===== src/ptps_pkg.sv =====
// Constants for the power level table and output pin select block.
// Assumes one 20 MHz crystal clock and an asynchronous active-low reset.
//
// Contract
// Two power entries; index select picks one
// Host burst-writes entries other than zero (the host model writes every entry as one single-cycle strobe)
// Keying: select one, zero/one levels
// Other modulations use entry zero
// Host never writes codes 0x61..0x6F
// Power entries reset to 0xC6
// Sleep keeps entry zero, clears others
// Three output pins, each own select
// Pin 1 valid only while select high (the code drives serial data on pin 1 while chip_select_low is low)
// Pin 1 defaults to high impedance
// Pin 0 defaults to clock divided 192
// Clock runs from reset; select write changes
// Sleep, select below 0x20: forced levels
// Forced levels hold until core ready low
// Select 0x20 or above works in sleep
// Select 0x2E is always high impedance (pin 1 is still driven with serial data while chip_select_low is low)
// Code 0x00 is receive threshold flag
// Host: one divided clock, others below 0x30
// Invert bit flips selected signal polarity
package ptps_pkg;
  // ----------------------------------------
  // Power level table
  // ----------------------------------------
  localparam logic [7:0] PTPS_POWER_RESET = 8'hC6;
  localparam logic [7:0] PTPS_POWER_LOST = 8'h00;
  // ----------------------------------------
  // Output signal select codes
  // ----------------------------------------
  localparam int PTPS_SEL_W = 6;
  localparam logic [5:0] PTPS_SEL_RXTHR = 6'h00;
  localparam logic [5:0] PTPS_SEL_SLEEP_LIM = 6'h20;
  localparam logic [5:0] PTPS_SEL_HIZ = 6'h2E;
  localparam logic [5:0] PTPS_SEL_CLK192 = 6'h3F;
  localparam logic [5:0] PTPS_SEL0_RESET = 6'h3F;
  localparam logic [5:0] PTPS_SEL1_RESET = 6'h2E;
  localparam logic [5:0] PTPS_SEL2_RESET = 6'h29;
  localparam int PTPS_CLK_DIV = 192;
  localparam int PTPS_SYNC_STAGES = 3;
endpackage


===== src/ptps_top.sv =====
// Power level table and three general output pins with signal select.
// Assumes settings arrive as same-clock write strobes from the serial port logic.
`timescale 1ns/1ps
module ptps_top import ptps_pkg::*; #(
  parameter int CLK_DIV = PTPS_CLK_DIV
) (
  input wire logic clk, // Crystal clock, 20 MHz
  input wire logic rst_b, // Async reset, active low
  input wire logic pwr_wr, // Power entry write strobe
  input wire logic pwr_wr_idx, // Entry written
  input wire logic [7:0] pwr_wr_data, // Power code written
  input wire logic power_index_select, // Entry used for transmit
  input wire logic sleep_enter, // Sleep entry pulse
  input wire logic core_ready_low, // Core ready, active low, pin domain
  input wire logic chip_select_low, // Serial port select, active low, pin
  input wire logic spi_so, // Serial data out from port logic
  input wire logic cfg_wr, // Pin config write strobe
  input wire logic [1:0] cfg_pin, // Pin whose config is written
  input wire logic [5:0] cfg_sel, // Signal select written
  input wire logic cfg_inv, // Invert bit written
  input wire logic [25:0] sig_in, // Internal signals for codes 0x01..0x1A
  input wire logic [6:0] rx_count, // Receive FIFO fill
  input wire logic [6:0] rx_thresh, // Receive FIFO threshold
  output logic [7:0] tx_power, // Power code used for transmit
  output logic [7:0] power_entry_0, // Entry 0 readback
  output logic [7:0] power_entry_1, // Entry 1 readback
  output logic [2:0] gen_out_o, // Pin levels
  output logic [2:0] gen_out_oe // Pin drive enables
);
  // The half-period counter is eight bits wide, so the ratio must stay within 512
  if (CLK_DIV < 2 || CLK_DIV > 512 || CLK_DIV % 2 != 0) begin : g_bad_div
    $error("CLK_DIV must be even, from 2 to 512");
  end

  // ----------------------------------------
  // Pin input synchronisers
  // ----------------------------------------
  logic [2:0] rdy_sync_q, cs_sync_q;
  logic rdy_q, cs_q, rdy_d, cs_d;
  always_comb begin
    rdy_d = (rdy_sync_q[1] == rdy_sync_q[2]) ? rdy_sync_q[2] : rdy_q;
    cs_d = (cs_sync_q[1] == cs_sync_q[2]) ? cs_sync_q[2] : cs_q;
  end
  always_ff @(posedge clk or negedge rst_b) begin
    if (!rst_b) begin
      rdy_sync_q <= 3'h7;
      cs_sync_q <= 3'h7;
      rdy_q <= 1'b1;
      cs_q <= 1'b1;
    end else begin
      rdy_sync_q <= {rdy_sync_q[1:0], core_ready_low};
      cs_sync_q <= {cs_sync_q[1:0], chip_select_low};
      rdy_q <= rdy_d;
      cs_q <= cs_d;
    end
  end

  // ----------------------------------------
  // Power level table
  // ----------------------------------------
  logic [7:0] pwr_q [2];
  logic [7:0] pwr_d [2];
  logic [7:0] txp_d, txp_q;
  always_comb begin
    pwr_d = pwr_q;
    if (pwr_wr) begin
      pwr_d[pwr_wr_idx] = pwr_wr_data;
    end
    if (sleep_enter) begin
      pwr_d[1] = PTPS_POWER_LOST;
    end
    txp_d = pwr_q[power_index_select];
  end
  always_ff @(posedge clk or negedge rst_b) begin
    if (!rst_b) begin
      pwr_q[0] <= PTPS_POWER_RESET;
      pwr_q[1] <= PTPS_POWER_RESET;
      txp_q <= PTPS_POWER_RESET;
    end else begin
      pwr_q <= pwr_d;
      txp_q <= txp_d;
    end
  end
  assign tx_power = txp_q;
  assign power_entry_0 = pwr_q[0];
  assign power_entry_1 = pwr_q[1];

  a_entry_sel: assert property (@(posedge clk) disable iff (!rst_b)
    ##1 (tx_power == $past(pwr_q[power_index_select])))
    else $error("transmit power not from selected entry");
  a_sleep_keep: assert property (@(posedge clk) disable iff (!rst_b)
    (sleep_enter && !pwr_wr) |=> (power_entry_1 == 8'h00 && $stable(power_entry_0)))
    else $error("sleep entry handled the table wrongly");

  // ----------------------------------------
  // Sleep hold and divided clock
  // ----------------------------------------
  localparam int HALF = CLK_DIV / 2;
  logic hold_d, hold_q, ck_d, ck_q;
  logic [7:0] div_d, div_q;
  always_comb begin
    hold_d = hold_q;
    if (sleep_enter) begin
      hold_d = 1'b1;
    end else if (!rdy_q) begin
      hold_d = 1'b0;
    end
    div_d = div_q + 8'h01;
    ck_d = ck_q;
    if (div_q == 8'(HALF - 1)) begin
      div_d = 8'h00;
      ck_d = !ck_q;
    end
  end
  always_ff @(posedge clk or negedge rst_b) begin
    if (!rst_b) begin
      hold_q <= 1'b0;
      div_q <= 8'h00;
      ck_q <= 1'b0;
    end else begin
      hold_q <= hold_d;
      div_q <= div_d;
      ck_q <= ck_d;
    end
  end

  a_hold_release: assert property (@(posedge clk) disable iff (!rst_b)
    (hold_q && !sleep_enter && !rdy_q) |=> !hold_q)
    else $error("forced levels held past core ready");

  // ----------------------------------------
  // Pin configuration and signal vector
  // ----------------------------------------
  logic [5:0] sel_q [3];
  logic [5:0] sel_d [3];
  logic [2:0] inv_q, inv_d;
  logic [63:0] sig_vec;
  always_comb begin
    sel_d = sel_q;
    inv_d = inv_q;
    if (cfg_wr && cfg_pin < 2'd3) begin
      sel_d[cfg_pin] = cfg_sel;
      inv_d[cfg_pin] = cfg_inv;
    end
    sig_vec = 64'h0;
    sig_vec[PTPS_SEL_RXTHR] = (rx_count >= rx_thresh);
    sig_vec[26:1] = sig_in;
    sig_vec[PTPS_SEL_CLK192] = ck_q;
  end
  always_ff @(posedge clk or negedge rst_b) begin
    if (!rst_b) begin
      sel_q[0] <= PTPS_SEL0_RESET;
      sel_q[1] <= PTPS_SEL1_RESET;
      sel_q[2] <= PTPS_SEL2_RESET;
      inv_q <= 3'h0;
    end else begin
      sel_q <= sel_d;
      inv_q <= inv_d;
    end
  end

  // ----------------------------------------
  // Output pins
  // ----------------------------------------
  logic [2:0] pin_o, pin_oe;
  ptps_out_pin #(.FORCE_INV(1'b0)) u_pin0 (
    .clk(clk), .rst_b(rst_b), .sel(sel_q[0]), .inv(inv_q[0]),
    .sleep_hold(hold_q), .sig_vec(sig_vec), .pin_o(pin_o[0]), .pin_oe(pin_oe[0]));
  ptps_out_pin #(.FORCE_INV(1'b1)) u_pin1 (
    .clk(clk), .rst_b(rst_b), .sel(sel_q[1]), .inv(inv_q[1]),
    .sleep_hold(hold_q), .sig_vec(sig_vec), .pin_o(pin_o[1]), .pin_oe(pin_oe[1]));
  ptps_out_pin #(.FORCE_INV(1'b0)) u_pin2 (
    .clk(clk), .rst_b(rst_b), .sel(sel_q[2]), .inv(inv_q[2]),
    .sleep_hold(hold_q), .sig_vec(sig_vec), .pin_o(pin_o[2]), .pin_oe(pin_oe[2]));

  // Pin 1 is the serial data out while selected
  always_comb begin
    gen_out_o = pin_o;
    gen_out_oe = pin_oe;
    if (!cs_q) begin
      gen_out_o[1] = spi_so;
      gen_out_oe[1] = 1'b1;
    end
  end

  a_pin1_default: assert property (@(posedge clk) disable iff (!rst_b)
    (cs_q && sel_q[1] == PTPS_SEL_HIZ && $stable(sel_q[1])) |-> !gen_out_oe[1])
    else $error("pin 1 driven while released");
  a_pin1_spi: assert property (@(posedge clk) disable iff (!rst_b)
    !cs_q |-> (gen_out_oe[1] && gen_out_o[1] == spi_so))
    else $error("pin 1 not carrying serial data while selected");
endmodule // ptps_top


===== src/ptps_out_pin.sv =====
// One general output pin: signal select, polarity and sleep forcing.
// Assumes its inputs come from logic on the same clock.
`timescale 1ns/1ps
module ptps_out_pin import ptps_pkg::*; #(
  parameter logic FORCE_INV = 1'b0
) (
  input wire logic clk, // Crystal clock
  input wire logic rst_b, // Async reset, active low
  input wire logic [5:0] sel, // Signal select
  input wire logic inv, // Polarity invert
  input wire logic sleep_hold, // Sleep forcing active
  input wire logic [63:0] sig_vec, // Internal signals by code
  output logic pin_o, // Pin level
  output logic pin_oe // Pin drive enable
);
  logic o_d, o_q, oe_d, oe_q;
  logic forced;

  always_comb begin
    forced = sleep_hold && (sel < PTPS_SEL_SLEEP_LIM);
    o_d = sig_vec[sel] ^ inv;
    if (forced) begin
      o_d = inv ^ FORCE_INV;
    end
    oe_d = (sel != PTPS_SEL_HIZ);
  end

  always_ff @(posedge clk or negedge rst_b) begin
    if (!rst_b) begin
      o_q <= 1'b0;
      oe_q <= 1'b0;
    end else begin
      o_q <= o_d;
      oe_q <= oe_d;
    end
  end

  assign pin_o = o_q;
  assign pin_oe = oe_q;

  a_hiz_sel: assert property (@(posedge clk) disable iff (!rst_b)
    (sel == PTPS_SEL_HIZ) |=> !pin_oe)
    else $error("select 0x2E did not release the pin");
  a_sleep_force: assert property (@(posedge clk) disable iff (!rst_b)
    (sleep_hold && sel < PTPS_SEL_SLEEP_LIM) |=> (pin_o == ($past(inv) ^ FORCE_INV)))
    else $error("sleep level not forced");
  a_polarity: assert property (@(posedge clk) disable iff (!rst_b)
    !sleep_hold |=> (pin_o == ($past(sig_vec[sel]) ^ $past(inv))))
    else $error("pin level does not follow select and invert");
endmodule // ptps_out_pin


===== config.mk =====
export PLATFORM = sky130hd
export DESIGN_NAME = ptps_top
export DESIGN_NICKNAME = d
export VERILOG_FILES = /design/src/ptps_pkg.sv /design/src/ptps_top.sv /design/src/ptps_out_pin.sv
export SDC_FILE = /design/constraint.sdc
export NUM_CORES = 1
export LEC_CHECK = 0
export BUFFER_PORTS_ARGS = -buffer_cell sky130_fd_sc_hd__buf_4
export CORE_AREA = 2 2 119 121
export DETAILED_ROUTE_END_ITERATION = 10
export DIE_AREA = 0 0 121 123
export SYNTH_ARGS = -nofsm -noshare
export SYNTH_HDL_FRONTEND = slang
export SYNTH_HIERARCHICAL = 1
export SYNTH_SLANG_ARGS = --single-unit

===== constraint.sdc =====
create_clock -name clk -period 3.5 [get_ports clk]
set_clock_uncertainty 0.05 [all_clocks]
set_input_delay 0.525 -clock clk [delete_from_list [all_inputs] [get_ports clk]]
set_output_delay 0.525 -clock clk [all_outputs]
set_load 0.03 [all_outputs]

==> key figures, run 1 <==
Power and ir drop
  – Cell Pwr Density: slightly below 500 nW/um2
  – Max VDD drop: 0.000294 V
  – Leak: 2.78 nW

Die
  – Die Footprint: between 10000 and 15000 um2
  – Chip height: roughly 120 um
  – Core area: ~14000 um2
  – Rows: between 40 and 50
  – I/O pin total: 97
  – Die X: around 120 um
  – Starting Density: ~34%

Worst hold path
  – Tightest Hold Check Type: input pin to flip-flop

Synth
  – Top cell type's share of synthesized area: between 10% and 20%
  – Post-synth EDFFs: 0
  – Average cell area after synthesis: 13.6 um2
  – Fraction of registers with async set/reset: 100%
  – Area contributors post-synth: dfrtp_1, dfstp_2, mux4_2
  – Synth area leader: dfrtp_1
  – Syn. warnings: 6
  – Ys flop type: dfrtp_1
  – Syn Inst Count: 343
  – Yosys reg bits: just under 70
  – Count of different cell masters after synthesis: 48
  – Post-synthesis sequential area ratio: between 30% and 40%
  – Cell Area, Synth: between 4000 and 5000 um2

Worst setup path
  – CP Capture Type: flip-flop
  – Max FO, Critical Path: 3
  – Worst EP required: roughly 3.7 ns
  – Startpoint Class: input pin
  – CP Class: input pin to flip-flop
  – Data arrival, critical path: around 2.7 ns

Timing
  – Final setup viols: 0
  – Final hold vios: 0
  – Worst-Margin Slew: about 0.90 ns
  – Min cycle time layout: about 2.5 ns
  – Final Max Slew Viols: 0
  – Max Fclk: between 400 and 500 MHz
  – Crit share post-route: 71.3%
  – Slew HR: between 30 and 40%
  – PnR worst setup slack: roughly 1.0 ns
  – Fin Setup TNS: 0 ns
  – Hold slack: between 0.2 and 0.25 ns
  – RSZ-0062 raised after global routing: false

Global route
  – Initial antenna violation count: 0
  – First-pass GRT wire length: 17300 um
  – Vias in the first global route: between 3000 and 4000
  – Grt total ovfl: 0
  – GRT Resource Usage Total: between 15 and 20%
  – Largest net degree at the start of global routing: 70

Route
  – Vias after detailed routing: approximately 3500
  – DRC Markers: 0
  – DRT Wirelength: roughly 11000 um
  – DRT Pass-1 Iters: 4
  – Routed wire length per instance: between 15 and 20 um
  – ANT nets after route: 0
  – Vias/cell: slightly below 5
  – DRT iter0 DRCs: roughly 200

Final layout
  – Finished layout cell area: 6140 um2
  – Most frequent cells in the layout: conb_1, buf_4, mux2_2
  – Layout cells sized above 1: about two fifths
  – Synth-to-layout area growth: 31.5%
  – # diodes: 0
  – Commonest non-fill, non-tap cell in the layout: conb_1
  – Final net count: 608

Clocking
  – CTS resizes: 0
  – H-tree Lvls: 3
  – CTS buffer count: 9
  – Clock transition at path regs: approximately 0.060 ns
  – Clock Sink Count: 69
  – Later-pin clock latency in the skew report: about 0.33 ns
  – # Post-CTS Setup Buffers: 0
  – CTS tree: yes
  – Hold_buf cts: 0
  – CTS root buffer: clkbuf_16
  – Clock Tree Buf Depth: 2

Run
  – Max Cap Viol: 0

Placement
  – Placed wire-length estimate: 8010 um
  – Placement Cell Area: 5820 um2
  – Placer Congestion: around 0.82
  – Minimum setup slack after placement: about 0.65 ns
  – I/O Buffers: 96

Status
  – Outcome: complete, no violations
## where the power goes
group | internal, mW | leakage (nW) | total, mW | switching [mW]
registers | 0.939 | 0.777 | 1.14 | 0.203
logic | 0.490 | 1.85 | 0.839 | 0.349
clock network | 0.627 | 0.156 | 0.979 | 0.352
total | 2.06 | 2.78 | 2.96 | 0.904
## Yosys cell counts, types with 2 or more instances
master,instances
a21o_1,2
a21oi_1,10
a22oi_1,2
a311oi_1,2
a41o_1,3
and4_1,2
buf_2,9
buf_4,5
buf_6,6
buf_8,2
clkbuf_1,2
dfrtp_1,36
dfstp_2,33
ha_1,8
inv_1,9
maj3_1,2
mux2_2,38
mux2i_1,23
mux4_1,16
mux4_2,31
nand2_1,22
nand2b_1,9
nand3_1,16
nand3b_1,3
nand4_1,4
nor2_1,9
nor2b_1,9
nor3_1,3
o21ai_0,2
o31ai_1,2
xor2_1,6
## logic make-up after synthesis
| group | share of synthesized area [%] |
|---|---|
| AO/OA/AOI/OAI | 4.96 |
| AND/OR/NAND/NOR | 9.75 |
| multiplexers | 38.3 |
| buffers and inverters | 5.17 |
| other | 0.0803 |
| adder cells (fa/ha/maj) | 2.57 |
| flip-flops | 37.9 |
| XOR/XNOR | 1.31 |
## per-layer routing
| metal | routed length, um | global-route usage [%] |
|---|---|---|
| met5 | 0 | 0 |
| met4 | 200 | 5.52 |
| met3 | 656 | 3.78 |
| met2 | 5210 | 24.3 |
| met1 | 4830 | 20.1 |
## final cells by class
cell class,count,area (um2)
fill,1263,7470
sequential,69,1770
timing repair buffer,97,728
tap,180,225
clock inverter,7,98.8
clock buffer,9,225
multi-input combinational,347,3060
inverter,9,33.8
## critical path, cell delays in order
cell and delay, ns:
buf_4 0.11, ha_1 0.29, a21o_1 0.15, a31oi_1 0.13, o21ai_0 0.17, mux4_2 0.49
mux2i_1 0.19, nand2_1 0.07, and4_1 0.19, a41o_1 0.21, xor2_1 0.14
## flip-flops by register name, indices dropped and copies added, names as in the netlist, 3 cells and up
register and count:
rdy_sync_q 3, cs_sync_q 3, tx_power 8, inv_q 3, power_entry_0 8, power_entry_1 8
sel_q 18, div_q 8
## path summary, 6_finish.rpt
| path | from | end | slack (ns) | cells after the start |
|---|---|---|---|---|
| min reg2reg | rdy_sync_q[0]$_DFF_PN1_ | rdy_sync_q[1]$_DFF_PN1_ | 0.30 | 0 |
| min | chip_select_low | cs_sync_q[0]$_DFF_PN1_ | 0.25 | 1 |
| max reg2reg | sel_q[1]$_DFFE_PN0P_ | u_pin2/pin_o$_DFF_PN0_ | 1.01 | 6 |
| max | rx_count[2] | u_pin2/pin_o$_DFF_PN0_ | 1.00 | 11 |
| min in group asynchronous | rst_b | u_pin1/pin_o$_DFF_PN0_ | 0.28 | 1 |
| max in group asynchronous | rst_b | inv_q[2]$_DFFE_PN0P_ | 2.56 | 1 |
## stage by stage
step	util, %	power, mW	cells
floorplan	-	1.77	450
global placement	42.7	1.97	702
detailed placement	42.7	1.98	702
CTS	45.1	2.98	718
global route	45.1	3.12	718
finish	45.1	2.96	718
Power figures use the tool's default switching activity.
==> inputs of run 2 (changes only) <==
==> constraint.sdc (replaced) <==
create_clock -name clk -period 2.3 [get_ports clk]
set_clock_uncertainty 0.05 [all_clocks]
set_input_delay 0.345 -clock clk [delete_from_list [all_inputs] [get_ports clk]]
set_output_delay 0.345 -clock clk [all_outputs]
set_load 0.03 [all_outputs]
==> key figures, run 2 (synthesis gave the netlist of run 1 again) <==
Final layout
  – # diodes: 0 (unchanged)
  – Commonest non-fill, non-tap cell in the layout: buf_4
  – Most frequent cells in the layout: buf_4, conb_1, mux2_2
  – Biggest register: sel_q
  – Synth-to-layout area growth: 33.8%
  – Final net count: 624 (+2.6%)
  – Layout cells sized above 1: 44.4% (+3.3 points)
  – Max reg flops: 18 (unchanged)

Worst setup path
  – Startpoint Class: flip-flop
  – Data arrival, critical path: 2.39 ns (-0.28 ns)
  – CP Capture Type: flip-flop
  – R2R cell count: 6 (unchanged)
  – Max FO, Critical Path: 8 (+5)
  – Worst path cell trace: mux4_2 -> mux2i_1 -> nand3_1 -> and4_1 -> a41o_1 -> xor2_1
  – Critical path's slowest cell: dfstp_2
  – Largest stage delay, worst path: 0.67 ns (+0.18 ns)
  – CP Class: flip-flop to flip-flop
  – Worst R2R Start: sel_q[12]$_DFFE_PN1P_
  – R2R Path End: u_pin0/pin_o$_DFF_PN0_
  – Worst EP required: 2.46 ns (-1.21 ns)
  – R2R Setup Slk: 0.07 ns (-0.94 ns)

Global route
  – Vias in the first global route: 3581 (+3.3%)
  – GRT Resource Usage Total: 15.7% (+0.51 points)
  – Grt total ovfl: 0 (unchanged)
  – First-pass GRT wire length: 18100 um (+4.2%)
  – Initial antenna violation count: 0 (unchanged)
  – Largest net degree at the start of global routing: 70 (unchanged)

Timing
  – PnR worst setup slack: 0.0713 ns (-0.932 ns)
  – Worst-Margin Slew: 0.851 ns (-0.0488 ns)
  – Final hold vios: 0 (unchanged)
  – Max Fclk: ~450 MHz
  – Fin Setup TNS: 0 ns (unchanged)
  – Crit share post-route: between 90% and 100%
  – Final Max Slew Viols: 0 (unchanged)
  – Slew HR: 43.2% (+3.3 points)
  – Min cycle time layout: roughly 2.2 ns
  – RSZ-0062 raised after global routing: false
  – Final setup viols: 0 (unchanged)

Route
  – DRT Wirelength: 11100 um (+1.6%)
  – Routed wire length per instance: 15.1 um (-0.59%)
  – DRT Pass-1 Iters: 4 (unchanged)
  – Vias/cell: 4.77 (-0.91%)
  – Vias after detailed routing: 3502 (+1.3%)
  – DRT iter0 DRCs: 111 (-45%)
  – ANT nets after route: 0 (unchanged)
  – DRC Markers: 0 (unchanged)

Die
  – Chip height: 123 um (unchanged)
  – Core area: 13600 um2 (unchanged)
  – Starting Density: 34.3% (unchanged)
  – Die X: 121 um (unchanged)
  – Rows: 43 (unchanged)
  – Die Footprint: 14900 um2 (unchanged)
  – I/O pin total: 97 (unchanged)

Clocking
  – CTS tree: yes
  – Clock Tree Buf Depth: 2 (unchanged)
  – Later-pin clock latency in the skew report: 0.33 ns (about the same)
  – Clock Sink Count: 69 (unchanged)
  – CTS root buffer: clkbuf_16
  – Hold_buf cts: 0 (unchanged)
  – H-tree Lvls: 3 (unchanged)
  – CTS buffer count: 9 (unchanged)
  – Clock transition at path regs: 0.06 ns (about the same)

Worst hold path
  – Hold path cells: 1 (unchanged)
  – Hold_sp: core_ready_low
  – Tightest Hold Check Type: input pin to flip-flop
  – WHS Endpoint: rdy_sync_q[0]$_DFF_PN1_

Power and ir drop
  – Cell Pwr Density: 707 nW/um2 (+47%)
  – Leak: 2.82 nW (+1.4%)
  – Max VDD drop: 0.000457 V (+56%)

Placement
  – Placed wire-length estimate: 8430 um (+5.2%)
  – I/O Buffers: 96 (unchanged)
  – Placer Congestion: 0.822 (+0.40%)
  – Minimum setup slack after placement: -0.249 ns (-0.898 ns)

Run
  – Max Cap Viol: 0 (unchanged)

Status
  – Outcome: complete, no violations
-- run 2: repair_timing --
action,in CTS,in global routing
resized for setup,2,7
gates cloned,0,0
pin swaps,0,2
buffers inserted,0,5
setup endpoints to repair,1,2
-- run 2: routing by layer --
layer	up-vias	share of wire (%)	global-route usage (%)	wire length, um
met4	0	1.3	4.72	139
met1	1749	43	19.8	4760
met5	-	0	0	0
met3	12	5.9	4.47	650
met2	100	50	26.3	5530
li1	1641	-	-	-
-- run 2: layout make-up --
type	count	area (um2)
clock buffer	9	225
clock inverter	7	58.8
fill	1262	7360
inverter	9	33.8
multi-input combinational	347	3070
sequential	69	1780
tap	180	225
timing repair buffer	113	858
-- run 2: how the worst max path moves through the flow --
stage | from | end | slack, ns | cells after the start
after floorplan | rx_count[0] | u_pin0/pin_o$_DFF_PN0_ | 0.008 | 11
after global placement | rx_count[0] | u_pin2/pin_o$_DFF_PN0_ | -0.20 | 12
after detailed placement | rx_count[4] | u_pin2/pin_o$_DFF_PN0_ | -0.25 | 11
after CTS | sel_q[12]$_DFFE_PN1P_ | u_pin0/pin_o$_DFF_PN0_ | 0.01 | 6
after global routing | rx_thresh[2] | u_pin0/pin_o$_DFF_PN0_ | 0.002 | 12
final | sel_q[12]$_DFFE_PN1P_ | u_pin0/pin_o$_DFF_PN0_ | 0.07 | 6
-- run 2: report_power, final --
| part | internal (mW) | switching, mW |
|---|---|---|
| Combinational | 0.823 | 0.654 |
| Sequential | 1.43 | 0.214 |
| Clock | 0.743 | 0.548 |
-- run 2: critical path: cells and delay by family (launching register included) --
kind	cells	cell delay, ns
xor gates and xnor gates	1	0.16
and+or+nand+nor	2	0.31
muxes	2	0.72
AOI/OAI and AO/OA	1	0.21
DFF	1	0.67
-- run 2: stage by stage --
stage | hold slack [ns] | util, % | total power, mW | instances | cell area (um2)
after CTS | 0.0606 | 45.6 | 4.41 | 729 | 6210
after global placement | 0.296 | 43.5 | 3.06 | 713 | 5920
final | 0.0730 | 45.9 | 4.42 | 734 | 6250
after detailed placement | 0.297 | 43.5 | 3.09 | 713 | 5920
after global routing | 0.0555 | 45.9 | 4.66 | 734 | 6250
after floorplan | -0.000591 | - | 2.70 | 450 | 5080
==> inputs of run 3 (changes only) <==
==> constraint.sdc (replaced) <==
create_clock -name clk -period 2.2 [get_ports clk]
set_clock_uncertainty 0.05 [all_clocks]
set_input_delay 0.33 -clock clk [delete_from_list [all_inputs] [get_ports clk]]
set_output_delay 0.33 -clock clk [all_outputs]
set_load 0.03 [all_outputs]
==> key figures, run 3 (synthesis gave the netlist of run 1 again) <==
Clocking
  – H-tree Lvls: 3 (unchanged)
  – Clock transition at path regs: 0.06 ns (about the same)
  – Clock Sink Count: 69 (unchanged)
  – CTS tree: yes
  – Clock Tree Buf Depth: 2 (unchanged)
  – Later-pin clock latency in the skew report: 0.32 ns (about the same)
  – CTS root buffer: clkbuf_16
  – CTS buffer count: 9 (unchanged)

Global route
  – Grt peak-use layer: met2
  – Vias in the first global route: 3541 (-1.1%)
  – Initial antenna violation count: 0 (unchanged)
  – GRT Resource Usage Total: 15.6% (-0.14 points)
  – Routing usage on met3: 3.32% (-1.2 points)
  – Met1 usage: 19.1% (-0.65 points)
  – Grt total ovfl: 0 (unchanged)
  – M2 GR Usage: 28.3% (+2.0 points)
  – First-pass GRT wire length: 18000 um (-0.27%)
  – Largest net degree at the start of global routing: 38 (-46%)

Worst setup path
  – Largest stage delay, worst path: 0.45 ns (-0.22 ns)
  – Startpoint Class: input pin
  – Data arrival, critical path: 2.33 ns (-0.06 ns)
  – CP top delay family: compound AO/OA/AOI/OAI gates
  – Max FO, Critical Path: 3 (-5)
  – Critical path's slowest cell: mux4_2
  – CP Class: input pin to flip-flop
  – CP Capture Type: flip-flop
  – Buf+Inv Stages, Crit Path: 2 (+2)
  – Worst path cell trace: buf_8 -> inv_12 -> ha_4 -> a21o_1 -> a31oi_4 -> o21ai_2 -> mux4_2 -> mux2i_1 -> nand2_1 -> and4_1 -> a41o_1 -> xor2_1
  – Worst EP required: 2.36 ns (-0.10 ns)

Die
  – Chip height: 123 um (unchanged)
  – Starting Density: 34.3% (unchanged)
  – Rows: 43 (unchanged)
  – Die X: 121 um (unchanged)
  – I/O pin total: 97 (unchanged)
  – Core area: 13600 um2 (unchanged)
  – Die Footprint: 14900 um2 (unchanged)

Final layout
  – Commonest non-fill, non-tap cell in the layout: buf_4
  – Synth-to-layout area growth: 36.1%
  – Area of the multi-input gates: 3120 um2 (+1.6%)
  – Max reg flops: 18 (unchanged)
  – Most frequent cells in the layout: buf_4, conb_1, mux2_2
  – Layout cells sized above 1: 45.8% (+1.4 points)
  – Register area: 1770 um2 (-0.14%)
  – # diodes: 0 (unchanged)
  – Biggest register: sel_q
  – Final net count: 627 (+0.48%)
  – Fill count: 1236 (-2.1%)

Timing
  – Final Max Slew Viols: 0 (unchanged)
  – Final hold vios: 0 (unchanged)
  – Max Fclk: between 400 and 500 MHz
  – PnR worst setup slack: 0.0264 ns (-0.0449 ns)
  – Crit share post-route: a little over nine tenths
  – RSZ-0062 raised after global routing: true
  – Min cycle time layout: 2.17 ns
  – Final setup viols: 0 (unchanged)

Route
  – DRT Wirelength: 11400 um (+3.2%)
  – Vias after detailed routing: 3564 (+1.8%)
  – DRT Pass-1 Iters: 5 (+1)
  – DRC Markers: 0 (unchanged)
  – DRT iter0 DRCs: 126 (+14%)
  – Vias/cell: 4.84 (+1.4%)
  – ANT nets after route: 0 (unchanged)
  – Routed wire length per instance: 15.5 um (+2.8%)

Power and ir drop
  – Cell Pwr Density: 741 nW/um2 (+4.8%)
  – Total power: 4.71 mW (+6.6%)
  – Leak: 2.85 nW (+1.0%)
  – Max VDD drop: 0.000407 V (-11%)

Status
  – Outcome: complete, no violations

Placement
  – I/O Buffers: 96 (unchanged)
  – Placer Congestion: 0.865 (+5.2%)
  – Minimum setup slack after placement: -0.358 ns (-0.109 ns)
  – Placed wire-length estimate: 8770 um (+4.0%)

Worst hold path
  – Tightest Hold Check Type: input pin to flip-flop

Run
  – Max Cap Viol: 0 (unchanged)
## run 3: cell types whose count changed in the layout (fill, tap and decap cells not counted), moves of 2 or more
cell	change
clkinvlp_4	-2
clkinv_2	+2
mux4_1	-2
mux4_2	+2
ha_4	+3
inv_6	-2
ha_1	-3
## run 3: final timing paths
check	startpoint	cells past startpoint	endpoint	slack, ns
max reg2reg	sel_q[7]$_DFFE_PN1P_	5	u_pin1/pin_o$_DFF_PN0_	0.04
min reg2reg	cs_sync_q[0]$_DFF_PN1_	0	cs_sync_q[1]$_DFF_PN1_	0.31
min in group asynchronous	rst_b	2	power_entry_0[4]$_DFFE_PN0P_	0.45
max in group asynchronous	rst_b	3	sel_q[0]$_DFFE_PN1P_	1.04
min	chip_select_low	1	cs_sync_q[0]$_DFF_PN1_	0.06
max	rx_thresh[2]	12	u_pin0/pin_o$_DFF_PN0_	0.03
## run 3: routing by layer
| layer | vias to the layer above | wire [um] | part of all wire, % |
|---|---|---|---|
| li1 | 1645 | - | - |
| met1 | 1818 | 4640 | 41 |
| met2 | 91 | 6090 | 53 |
| met3 | 10 | 600 | 5.2 |
| met4 | 0 | 102 | 0.89 |
| met5 | - | 0 | 0 |
## run 3: power breakdown
| part | leakage [nW] | internal (mW) | total (mW) | switching (mW) |
|---|---|---|---|---|
| Sequential | 0.776 | 1.50 | 1.73 | 0.234 |
| Clock | 0.138 | 0.874 | 1.40 | 0.523 |
| Combinational | 1.93 | 0.876 | 1.58 | 0.702 |
## run 3: repair_timing
| item | CTS | global route |
|---|---|---|
| pin swaps | 1 | 4 |
| gates cloned | 0 | 0 |
| resized for setup | 4 | 17 |
| setup endpoints to repair | 2 | 2 |
| hold endpoints to repair | 12 | 0 |
| hold buffers | 1 | 0 |
| buffers inserted | 1 | 3 |
## run 3: metrics by stage
step	util (%)	hold WS (ns)	std cells	TNS, ns	area, um2
2_1_floorplan	-	-0.0156	450	-0.0460	5110
3_3_place_gp	43.9	0.253	716	-0.829	5970
3_5_place_dp	43.9	0.261	716	-0.993	5970
4_1_cts	46.2	0.0486	734	0	6290
5_1_grt	46.7	0.0476	737	-0.0399	6350
6_report	46.7	0.0604	737	0	6350
## run 3: cell type report
cell class              instances  area share (%)
multi-input cells             347            49.1
flip-flops and latches         69            27.9
repair buffers                116            14.1
clock buffers                  10            3.60
well taps                     180            3.54
clock inverters                 6            1.00
inverters                       9           0.729
## run 3: worst reg2reg max path: stages (launching register included)
cell and delay [ns]:
dfstp_2 0.64, mux4_2 0.52, mux2i_1 0.30, nand3_1 0.18, a41oi_2 0.24, o211ai_2 0.11
